<file path="config.mk">
export PLATFORM = sky130hd
export DESIGN_NAME = tcu_top
export DESIGN_NICKNAME = d
export VERILOG_FILES = /design/src/tcu_pkg.sv /design/src/tcu_wave_if.sv /design/src/tcu_prescaler.sv /design/src/tcu_wave.sv /design/src/tcu_top.sv
export SDC_FILE = /design/constraint.sdc
export NUM_CORES = 1
export LEC_CHECK = 0
export BUFFER_PORTS_ARGS = -buffer_cell sky130_fd_sc_hd__buf_2
export CORE_ASPECT_RATIO = 1.4
export CORE_MARGIN = 1
export CORE_UTILIZATION = 35
export DETAILED_ROUTE_END_ITERATION = 16
export PLACE_DENSITY = 0.7
export SYNTH_ARGS = -nofsm -noshare
export SYNTH_HDL_FRONTEND = slang
export SYNTH_HIERARCHICAL = 1
export SYNTH_SLANG_ARGS = --single-unit
</file>
<file path="constraint.sdc">
create_clock -name hclk -period 2.22 [get_ports hclk]
set_input_delay 0.222 -clock hclk [delete_from_list [all_inputs] [get_ports hclk]]
set_output_delay 0.222 -clock hclk [all_outputs]
set_load 0.02 [all_outputs]
</file>
<file path="src/tcu_pkg.sv">
// Shared constants and types for the 8-bit timer compare unit
package tcu_pkg;
	// Register byte addresses
	localparam logic [7:0] ADDR_CTRL = 8'h00;
	localparam logic [7:0] ADDR_CNT = 8'h04;
	localparam logic [7:0] ADDR_CMP = 8'h08;
	localparam logic [7:0] ADDR_ASYNC = 8'h0c;
	localparam logic [7:0] ADDR_FLAG = 8'h10;
	localparam logic [7:0] ADDR_MASK = 8'h14;
	// Control register fields
	localparam int CTRL_CS_LSB = 0;
	localparam int CTRL_WGM_LO = 3;
	localparam int CTRL_COM_LSB = 4;
	localparam int CTRL_WGM_HI = 6;
	localparam int CTRL_FORCE = 7;
	// Async status, flag and mask fields
	localparam int ASYNC_SEL_BIT = 3;
	localparam int FLAG_CMP_BIT = 7;
	localparam int FLAG_OVF_BIT = 6;
	// Reset and extreme values
	localparam logic [7:0] BYTE_RST = 8'h00;
	localparam logic [7:0] CNT_MAX = 8'hff;
	localparam logic [7:0] CNT_BOTTOM = 8'h00;
	localparam logic [7:0] CNT_ONE = 8'h01;
	localparam logic [31:0] WORD_ZERO = 32'h0000_0000;
	// Prescaler tap masks, divide by 1 up to 1024
	localparam logic [9:0] PRE_MASK_1 = 10'h000;
	localparam logic [9:0] PRE_MASK_8 = 10'h007;
	localparam logic [9:0] PRE_MASK_32 = 10'h01f;
	localparam logic [9:0] PRE_MASK_64 = 10'h03f;
	localparam logic [9:0] PRE_MASK_128 = 10'h07f;
	localparam logic [9:0] PRE_MASK_256 = 10'h0ff;
	localparam logic [9:0] PRE_MASK_1024 = 10'h3ff;
	typedef enum logic [1:0] {
		TCU_NORMAL = 2'b00,
		TCU_PWM_PHASE = 2'b01,
		TCU_CTC = 2'b10,
		TCU_PWM_FAST = 2'b11
	} tcu_mode_e;
	typedef enum logic [1:0] {
		TCU_COM_OFF = 2'b00,
		TCU_COM_TOGGLE = 2'b01,
		TCU_COM_CLEAR = 2'b10,
		TCU_COM_SET = 2'b11
	} tcu_com_e;
	typedef enum logic [2:0] {
		TCU_CS_STOP = 3'h0,
		TCU_CS_DIV1 = 3'h1,
		TCU_CS_DIV8 = 3'h2,
		TCU_CS_DIV32 = 3'h3,
		TCU_CS_DIV64 = 3'h4,
		TCU_CS_DIV128 = 3'h5,
		TCU_CS_DIV256 = 3'h6,
		TCU_CS_DIV1024 = 3'h7
	} tcu_cs_e;
endpackage : tcu_pkg

</file>
<file path="src/tcu_wave_if.sv">
// Signals between the counter core and the waveform generator
`timescale 1ns/100ps
interface tcu_wave_if;
	import tcu_pkg::*;
	tcu_mode_e mode;
	tcu_com_e com;
	logic match_ev;
	logic force_ev;
	logic wrap_ev;
	logic count_down;
	logic oc;
	modport core (output mode, output com, output match_ev, output force_ev, output wrap_ev,
		output count_down, input oc);
	modport wave (input mode, input com, input match_ev, input force_ev, input wrap_ev,
		input count_down, output oc);
endinterface : tcu_wave_if

</file>
<file path="src/tcu_prescaler.sv">
// Timer clock source select and prescaler, makes the timer clock enable
`timescale 1ns/100ps
module tcu_prescaler
	import tcu_pkg::*;
(
	input wire logic hclk, // System clock
	input wire logic hresetn, // Async reset, active low
	input wire tcu_pkg::tcu_cs_e clock_select_field, // Prescaler select
	input wire logic async_clock_select, // Use crystal oscillator
	input wire logic crystal_pin_in, // Crystal oscillator input
	output logic timer_clock, // One-cycle timer clock enable
	output logic crystal_pin_out // Oscillator feedback drive
);
	logic sync1_q;
	logic sync2_q;
	logic sync3_q;
	logic base_tick;
	logic [9:0] pre_q;
	logic [9:0] tap;

	always_ff @(posedge hclk or negedge hresetn) begin
		if (!hresetn) begin
			sync1_q <= 1'b0;
			sync2_q <= 1'b0;
			sync3_q <= 1'b0;
			crystal_pin_out <= 1'b0;
		end else begin
			sync1_q <= crystal_pin_in;
			sync2_q <= sync1_q;
			sync3_q <= sync2_q;
			crystal_pin_out <= ~sync2_q;
		end
	end

	assign base_tick = async_clock_select ? (sync2_q & ~sync3_q) : 1'b1;

	always_ff @(posedge hclk or negedge hresetn) begin
		if (!hresetn) begin
			pre_q <= 10'h000;
		end else if (base_tick) begin
			pre_q <= pre_q + 10'h001;
		end
	end

	always_comb begin
		case (clock_select_field)
			TCU_CS_DIV1: tap = PRE_MASK_1;
			TCU_CS_DIV8: tap = PRE_MASK_8;
			TCU_CS_DIV32: tap = PRE_MASK_32;
			TCU_CS_DIV64: tap = PRE_MASK_64;
			TCU_CS_DIV128: tap = PRE_MASK_128;
			TCU_CS_DIV256: tap = PRE_MASK_256;
			TCU_CS_DIV1024: tap = PRE_MASK_1024;
			default: tap = PRE_MASK_1;
		endcase
	end

	assign timer_clock = base_tick && (clock_select_field != TCU_CS_STOP) && ((pre_q & tap) == tap);
endmodule : tcu_prescaler

</file>
<file path="src/tcu_wave.sv">
// Waveform generator driving the compare output state
`timescale 1ns/100ps
module tcu_wave
	import tcu_pkg::*;
(
	input wire logic hclk, // System clock
	input wire logic hresetn, // Async reset, active low
	tcu_wave_if.wave wv // Core side signals
);
	logic oc_q;

	always_ff @(posedge hclk or negedge hresetn) begin
		if (!hresetn) begin
			oc_q <= 1'b0;
		end else begin
			case (wv.mode)
				TCU_NORMAL, TCU_CTC: begin
					if (wv.match_ev || wv.force_ev) begin
						case (wv.com)
							TCU_COM_TOGGLE: oc_q <= ~oc_q;
							TCU_COM_CLEAR: oc_q <= 1'b0;
							TCU_COM_SET: oc_q <= 1'b1;
							default: oc_q <= oc_q;
						endcase
					end
				end
				TCU_PWM_FAST: begin
					if (wv.match_ev && wv.com[1]) begin
						oc_q <= wv.com[0];
					end else if (wv.wrap_ev && wv.com[1]) begin
						oc_q <= ~wv.com[0];
					end
				end
				TCU_PWM_PHASE: begin
					if (wv.match_ev && wv.com[1]) begin
						oc_q <= wv.com[0] ^ wv.count_down;
					end
				end
				default: oc_q <= oc_q;
			endcase
		end
	end

	assign wv.oc = oc_q;
endmodule : tcu_wave

</file>
<file path="src/tcu_top.sv">
// 8-bit timer with one compare channel behind an AHB-Lite slave
//
// Notes on behaviour
// - Counter and compare are 8-bit, read/write
// - Timer clock from io clock or crystal
// - Clock select zero stops the counter
// - Each tick clears, increments or decrements
// - Counter accessible with or without clock
// - Host counter write beats count/clear
// - Two mode bits choose count sequence
// - Overflow flag per mode, raises request if enabled
// - Comparator flags counter equals compare
// - Compare flag set on following tick
// - Enabled compare flag raises request
// - Flag clears on service or write-one
// - Output from match, mode, output mode
// - Max and count direction feed waveform generator
// - Compare double buffered in PWM only
// - Buffer loads at top (0xFF) only
// - Host reaches buffer or active compare
// - Bottom at 0x00, max at 0xFF
// - Top is 0xFF or compare value
// - Requests in flag reg, masked individually
// - Force strobe updates output only
// - Counter write blocks next tick's match
// - Mode 0 wraps, mode 2 clears
`timescale 1ns/100ps
module tcu_top
	import tcu_pkg::*;
(
	input wire logic hclk, // Bus and io clock
	input wire logic hresetn, // Async reset, active low
	input wire logic hsel, // Slave select
	input wire logic [31:0] haddr, // Byte address
	input wire logic [1:0] htrans, // Transfer type
	input wire logic hwrite, // Write when high
	input wire logic [2:0] hsize, // Transfer size, word only
	input wire logic [31:0] hwdata, // Write data
	input wire logic hready, // Bus ready in
	output logic hreadyout, // Always ready
	output logic hresp, // Always OKAY
	output logic [31:0] hrdata, // Read data, registered
	input wire logic crystal_pin_in, // Watch crystal input
	output logic crystal_pin_out, // Watch crystal drive
	output logic compare_output_pin, // Compare output state
	output logic compare_output_en, // Port override enable
	input wire logic compare_irq_ack, // Compare request serviced
	input wire logic overflow_irq_ack, // Overflow request serviced
	output logic compare_irq, // Compare interrupt request
	output logic overflow_irq // Overflow interrupt request
);
	import tcu_pkg::*;

	tcu_wave_if wv ();

	logic [7:0] ctrl_q;
	logic [7:0] counter_value_q;
	logic [7:0] compare_value_q;
	logic [7:0] compare_buf_q;
	logic async_clock_select_q;
	logic compare_flag_q;
	logic overflow_flag_q;
	logic compare_irq_enable_q;
	logic overflow_irq_enable_q;
	logic count_down_q;
	logic block_q;
	logic force_q;
	logic wr_q;
	logic [7:0] waddr_q;
	logic [31:0] rdata_d;
	logic addr_ok;
	logic [7:0] wbyte;
	logic wr_ctrl;
	logic wr_cnt;
	logic wr_cmp;
	logic wr_async;
	logic wr_flag;
	logic wr_mask;
	logic timer_clock;
	logic adv;
	logic match;
	logic match_ok;
	logic cnt_is_max;
	logic cnt_is_bottom;
	logic ovf_ev;
	logic dbuf_on;
	tcu_mode_e mode;
	tcu_com_e com;
	tcu_cs_e clock_select_field;

	assign mode = tcu_mode_e'({ctrl_q[CTRL_WGM_HI], ctrl_q[CTRL_WGM_LO]});
	assign com = tcu_com_e'(ctrl_q[CTRL_COM_LSB +: 2]);
	assign clock_select_field = tcu_cs_e'(ctrl_q[CTRL_CS_LSB +: 3]);

	// Bus slave: zero wait, always OKAY
	assign hreadyout = 1'b1;
	assign hresp = 1'b0;
	assign addr_ok = hsel && htrans[1] && hready;

	always_ff @(posedge hclk or negedge hresetn) begin
		if (!hresetn) begin
			wr_q <= 1'b0;
			waddr_q <= BYTE_RST;
		end else begin
			wr_q <= addr_ok && hwrite;
			waddr_q <= haddr[7:0];
		end
	end

	assign wbyte = hwdata[7:0];
	assign wr_ctrl = wr_q && (waddr_q == ADDR_CTRL);
	assign wr_cnt = wr_q && (waddr_q == ADDR_CNT);
	assign wr_cmp = wr_q && (waddr_q == ADDR_CMP);
	assign wr_async = wr_q && (waddr_q == ADDR_ASYNC);
	assign wr_flag = wr_q && (waddr_q == ADDR_FLAG);
	assign wr_mask = wr_q && (waddr_q == ADDR_MASK);

	assign dbuf_on = (mode == TCU_PWM_PHASE) || (mode == TCU_PWM_FAST);

	always_comb begin
		rdata_d = WORD_ZERO;
		case (haddr[7:0])
			ADDR_CTRL: rdata_d[7:0] = {1'b0, ctrl_q[6:0]};
			ADDR_CNT: rdata_d[7:0] = counter_value_q;
			ADDR_CMP: rdata_d[7:0] = dbuf_on ? compare_buf_q : compare_value_q;
			ADDR_ASYNC: rdata_d[ASYNC_SEL_BIT] = async_clock_select_q;
			ADDR_FLAG: begin
				rdata_d[FLAG_CMP_BIT] = compare_flag_q;
				rdata_d[FLAG_OVF_BIT] = overflow_flag_q;
			end
			ADDR_MASK: begin
				rdata_d[FLAG_CMP_BIT] = compare_irq_enable_q;
				rdata_d[FLAG_OVF_BIT] = overflow_irq_enable_q;
			end
			default: rdata_d = WORD_ZERO;
		endcase
	end

	always_ff @(posedge hclk or negedge hresetn) begin
		if (!hresetn) begin
			hrdata <= WORD_ZERO;
		end else if (addr_ok && !hwrite) begin
			hrdata <= rdata_d;
		end
	end

	always_ff @(posedge hclk or negedge hresetn) begin
		if (!hresetn) begin
			ctrl_q <= BYTE_RST;
		end else if (wr_ctrl) begin
			ctrl_q <= {1'b0, wbyte[6:0]};
		end
	end

	always_ff @(posedge hclk or negedge hresetn) begin
		if (!hresetn) begin
			force_q <= 1'b0;
		end else begin
			force_q <= wr_ctrl && wbyte[CTRL_FORCE] && !(wbyte[CTRL_WGM_LO]);
		end
	end

	always_ff @(posedge hclk or negedge hresetn) begin
		if (!hresetn) begin
			async_clock_select_q <= 1'b0;
		end else if (wr_async) begin
			async_clock_select_q <= wbyte[ASYNC_SEL_BIT];
		end
	end

	always_ff @(posedge hclk or negedge hresetn) begin
		if (!hresetn) begin
			compare_irq_enable_q <= 1'b0;
			overflow_irq_enable_q <= 1'b0;
		end else if (wr_mask) begin
			compare_irq_enable_q <= wbyte[FLAG_CMP_BIT];
			overflow_irq_enable_q <= wbyte[FLAG_OVF_BIT];
		end
	end

	tcu_prescaler u_prescaler (
		.hclk(hclk),
		.hresetn(hresetn),
		.clock_select_field(clock_select_field),
		.async_clock_select(async_clock_select_q),
		.crystal_pin_in(crystal_pin_in),
		.timer_clock(timer_clock),
		.crystal_pin_out(crystal_pin_out)
	);

	assign adv = timer_clock && !wr_cnt;

	assign match = (counter_value_q == compare_value_q);
	assign cnt_is_max = (counter_value_q == CNT_MAX);
	assign cnt_is_bottom = (counter_value_q == CNT_BOTTOM);

	always_ff @(posedge hclk or negedge hresetn) begin
		if (!hresetn) begin
			block_q <= 1'b0;
		end else if (wr_cnt) begin
			block_q <= 1'b1;
		end else if (timer_clock) begin
			block_q <= 1'b0;
		end
	end

	assign match_ok = adv && match && !block_q;

	// clear, up or down per tick
	always_ff @(posedge hclk or negedge hresetn) begin
		if (!hresetn) begin
			counter_value_q <= BYTE_RST;
			count_down_q <= 1'b0;
		end else if (wr_cnt) begin
			counter_value_q <= wbyte;
		end else if (adv) begin
			case (mode)
				TCU_CTC: begin
					if (match && !block_q) begin
						counter_value_q <= CNT_BOTTOM;
					end else begin
						counter_value_q <= counter_value_q + CNT_ONE;
					end
					count_down_q <= 1'b0;
				end
				TCU_PWM_PHASE: begin
					if (!count_down_q && cnt_is_max) begin
						count_down_q <= 1'b1;
						counter_value_q <= counter_value_q - CNT_ONE;
					end else if (count_down_q && cnt_is_bottom) begin
						count_down_q <= 1'b0;
						counter_value_q <= counter_value_q + CNT_ONE;
					end else if (count_down_q) begin
						counter_value_q <= counter_value_q - CNT_ONE;
					end else begin
						counter_value_q <= counter_value_q + CNT_ONE;
					end
				end
				default: begin
					counter_value_q <= counter_value_q + CNT_ONE;
					count_down_q <= 1'b0;
				end
			endcase
		end
	end

	always_comb begin
		case (mode)
			TCU_PWM_PHASE: ovf_ev = adv && count_down_q && (counter_value_q == CNT_ONE);
			default: ovf_ev = adv && cnt_is_max;
		endcase
	end

	always_ff @(posedge hclk or negedge hresetn) begin
		if (!hresetn) begin
			compare_flag_q <= 1'b0;
		end else if (match_ok) begin
			compare_flag_q <= 1'b1;
		end else if (compare_irq_ack || (wr_flag && wbyte[FLAG_CMP_BIT])) begin
			compare_flag_q <= 1'b0;
		end
	end

	always_ff @(posedge hclk or negedge hresetn) begin
		if (!hresetn) begin
			overflow_flag_q <= 1'b0;
		end else if (ovf_ev) begin
			overflow_flag_q <= 1'b1;
		end else if (overflow_irq_ack || (wr_flag && wbyte[FLAG_OVF_BIT])) begin
			overflow_flag_q <= 1'b0;
		end
	end

	assign compare_irq = compare_flag_q && compare_irq_enable_q;
	assign overflow_irq = overflow_flag_q && overflow_irq_enable_q;

	always_ff @(posedge hclk or negedge hresetn) begin
		if (!hresetn) begin
			compare_buf_q <= BYTE_RST;
		end else if (wr_cmp) begin
			compare_buf_q <= wbyte;
		end
	end

	always_ff @(posedge hclk or negedge hresetn) begin
		if (!hresetn) begin
			compare_value_q <= BYTE_RST;
		end else if (!dbuf_on) begin
			if (wr_cmp) begin
				compare_value_q <= wbyte;
			end
		end else if (adv && cnt_is_max && !(mode == TCU_PWM_PHASE && count_down_q)) begin
			compare_value_q <= compare_buf_q;
		end
	end

	assign wv.mode = mode;
	assign wv.com = com;
	assign wv.match_ev = match_ok;
	assign wv.force_ev = force_q;
	assign wv.wrap_ev = adv && cnt_is_max;
	assign wv.count_down = count_down_q;

	tcu_wave u_wave (
		.hclk(hclk),
		.hresetn(hresetn),
		.wv(wv)
	);

	assign compare_output_pin = wv.oc;
	assign compare_output_en = (com != TCU_COM_OFF);
endmodule : tcu_top

</file>
==> impl_metrics.json <==
{
  "relSlewSlack": 0.455,
  "clockBufferDepth": 2,
  "dp_hpwl_um": 8010,
  "cts_made_buffers": 9,
  "htreeDepth": 3,
  "die_width_um": 94.8,
  "max_freq_ghz": 0.442,
  "diodes": 0,
  "netlist_area_mm2": 0.00422,
  "tritoncts": "done",
  "final_common_cell": "dfrtp_1",
  "rsz0062_at_grt": "true",
  "avgSynthCellArea_um2": 9.80,
  "die-height_um": 132,
  "drv_cap": 0,
  "grtUsageTotal": 0.186,
  "crit_type": "reg2reg",
  "core_area_mm2": 0.0118,
  "first_pass_iters": 4,
  "port_buffers": 37,
  "ys_seq_area_frac": 0.421,
  "async_reset_ff_frac": 1.00,
  "path_max_fanout": 8,
  "area_growth_pct": 23.9,
  "mostFrequentLayoutCells": "dfrtp_1 (70), nand2_1 (46), buf_4 (43), buf_2 (37), conb_1 (26)",
  "worstHoldPathType": "in2reg",
  "cts_sinks": 71,
  "cp-start-kind": "register",
  "die_area_mm2": 0.0125,
  "worstPathRequired_ns": 2.44,
  "final_max_slew_viol_count": 0,
  "worst_skew_pair.late_latency_ns": 0.34,
  "ir_drop_mv": 0.572,
  "power_density_mw_per_mm2": 768,
  "clockRootBuffer": "clkbuf_16",
  "endpoint_kind": "register",
  "vias": 3468,
  "synth_edf_count": 0,
  "ys_types": 62,
  "ys_seq_elements": 71,
  "grt_max_degree": 43,
  "antenna_found_initial": 0,
  "violations": "negative setup slack",
  "ios": 116,
  "finalClockSkew_ns": 0.0103,
  "via_per_inst": 5.24,
  "path_clk_slew_ns": 0.06,
  "hold_viol": 0,
  "finalWorstSetupSlack_ns": -0.0428,
  "drtAntennaViolNets": 0,
  "row_count": 47,
  "worstPathArrival_ns": 2.48,
  "tightest_slew_ns": 0.807,
  "first_global_vias": 3552,
  "grt_pass1_wl_um": 17700,
  "layout_min_cycle_time_ns": 2.26,
  "static-leakage-power_nw": 2.42,
  "status": "complete, but fails checks",
  "yosys_warnings": 6,
  "place_congestion": 0.923,
  "tns_ns": -0.345,
  "setup_viol": 11,
  "drtIter0Drc": 242,
  "postSynthCellCount": 431,
  "drc_errors": 0,
  "drive_gt1_frac": 0.305,
  "grt_overflow": 0,
  "totalWireLength_um": 11100,
  "post-route-period-util": 1.02,
  "nets": 596,
  "drt-wirelength-per-cell_um": 16.7,
  "hold_ws_ns": 0.0138,
  "start_util": 0.357,
  "yosys_most_used_dff": "dfrtp_1"
}
==> routing by layer <==
layer | global-route usage | wire (µm) | vias up
li1 | - | - | 1634
met3 | 0.0300 | 393 | 32
met4 | 0.116 | 567 | 0
met1 | 0.206 | 4210 | 1687
met5 | 0 | 0 | -
met2 | 0.322 | 5910 | 115
==> flip-flops by register name (all words and copies together) (netlist names), 7 cells and up <==
signal / count
u_prescaler/pre_q: 10
compare_buf_q: 8
compare_value_q: 8
counter_value_q: 8
hrdata: 8
waddr_q: 8
ctrl_q: 7
==> power by group <==
part	internal, W	switching (W)
logic	0.000451	0.000481
clock network	0.000900	0.000548
registers	0.00142	0.000219
==> stage by stage <==
step	cell area, µm²	utilization	cells	setup WS (ns)	total power, W
floorplan	4320	-	455	-0.0271	0.00222
global placement	4730	0.400	633	-0.0886	0.00250
detailed placement	4730	0.400	633	-0.143	0.00253
CTS	5110	0.433	654	-0.0213	0.00400
global route	5240	0.443	662	-0.169	0.00421
finish	5240	0.443	662	-0.0428	0.00402
==> final timing paths <==
| check | cells after the start | endpoint | from | slack [ns] |
|---|---|---|---|---|
| hold / removal | 1 | waddr_q[6] | haddr[6] | 0.01 |
| hold reg to reg | 0 | u_prescaler/sync2_q | u_prescaler/sync1_q | 0.35 |
| min in group asynchronous | 2 | async_clock_select_q | hresetn | 0.31 |
| max in group asynchronous | 3 | ctrl_q[0] | hresetn | 1.34 |
| setup reg to reg | 9 | compare_value_q[4] | u_prescaler/pre_q[1] | -0.04 |
| setup / recovery | 9 | compare_value_q[4] | u_prescaler/pre_q[1] | -0.04 |
==> critical path: stages (launching register included) <==
cell	delay (ns)
dfrtp_1	0.44
nand2_2	0.09
a211oi_4	0.24
o21ai_1	0.11
a211oi_2	0.33
inv_2	0.12
nor2_2	0.12
nand4_1	0.13
o311ai_4	0.22
mux2_4	0.35
==> cells in the mapped netlist, types with 3 or more instances <==
cell | n | area share
a21oi_1 | 15 | 0.018
a311oi_1 | 5 | 0.010
and3_1 | 4 | 0.0059
buf_2 | 9 | 0.011
buf_4 | 26 | 0.046
clkbuf_1 | 10 | 0.0089
dfrtp_1 | 71 | 0.42
ha_1 | 9 | 0.027
inv_1 | 14 | 0.012
mux2_2 | 31 | 0.083
mux2i_1 | 7 | 0.017
nand2_1 | 48 | 0.043
nand2b_1 | 5 | 0.0074
nand3_1 | 12 | 0.014
nand4_1 | 8 | 0.012
nor2_1 | 28 | 0.025
nor2b_1 | 5 | 0.0074
nor3_1 | 6 | 0.0071
o211ai_1 | 4 | 0.0071
o21ai_0 | 28 | 0.033
o22ai_1 | 6 | 0.0089
o31a_1 | 3 | 0.0062
xnor2_1 | 14 | 0.029
xor2_1 | 14 | 0.029
==> logic make-up after synthesis <==
group	synth area share
compound gates	0.137
simple gates	0.173
buf+inv	0.0782
xor+xnor	0.0581
other cells	0.00178
fa+ha+maj	0.0267
flops	0.421
mux	0.105
==> area by class of cell <==
class	count	area, µm²
timing repair buffer	89	621
fill	1112	6590
sequential	71	1780
clock buffer	11	243
clock inverter	5	56.3
multi-input combinational	325	2300
tap	147	184
inverter	14	52.6
==> what timing repair did <==
action                                  CTS  global route
hold buffers                              4             1
setup buffers                             1             7
endpoints found under the hold margin    16             1
resized for setup                         8            20
endpoints found under the setup margin   15            16
pin swaps                                 8            10
Power figures use the tool's default switching activity.
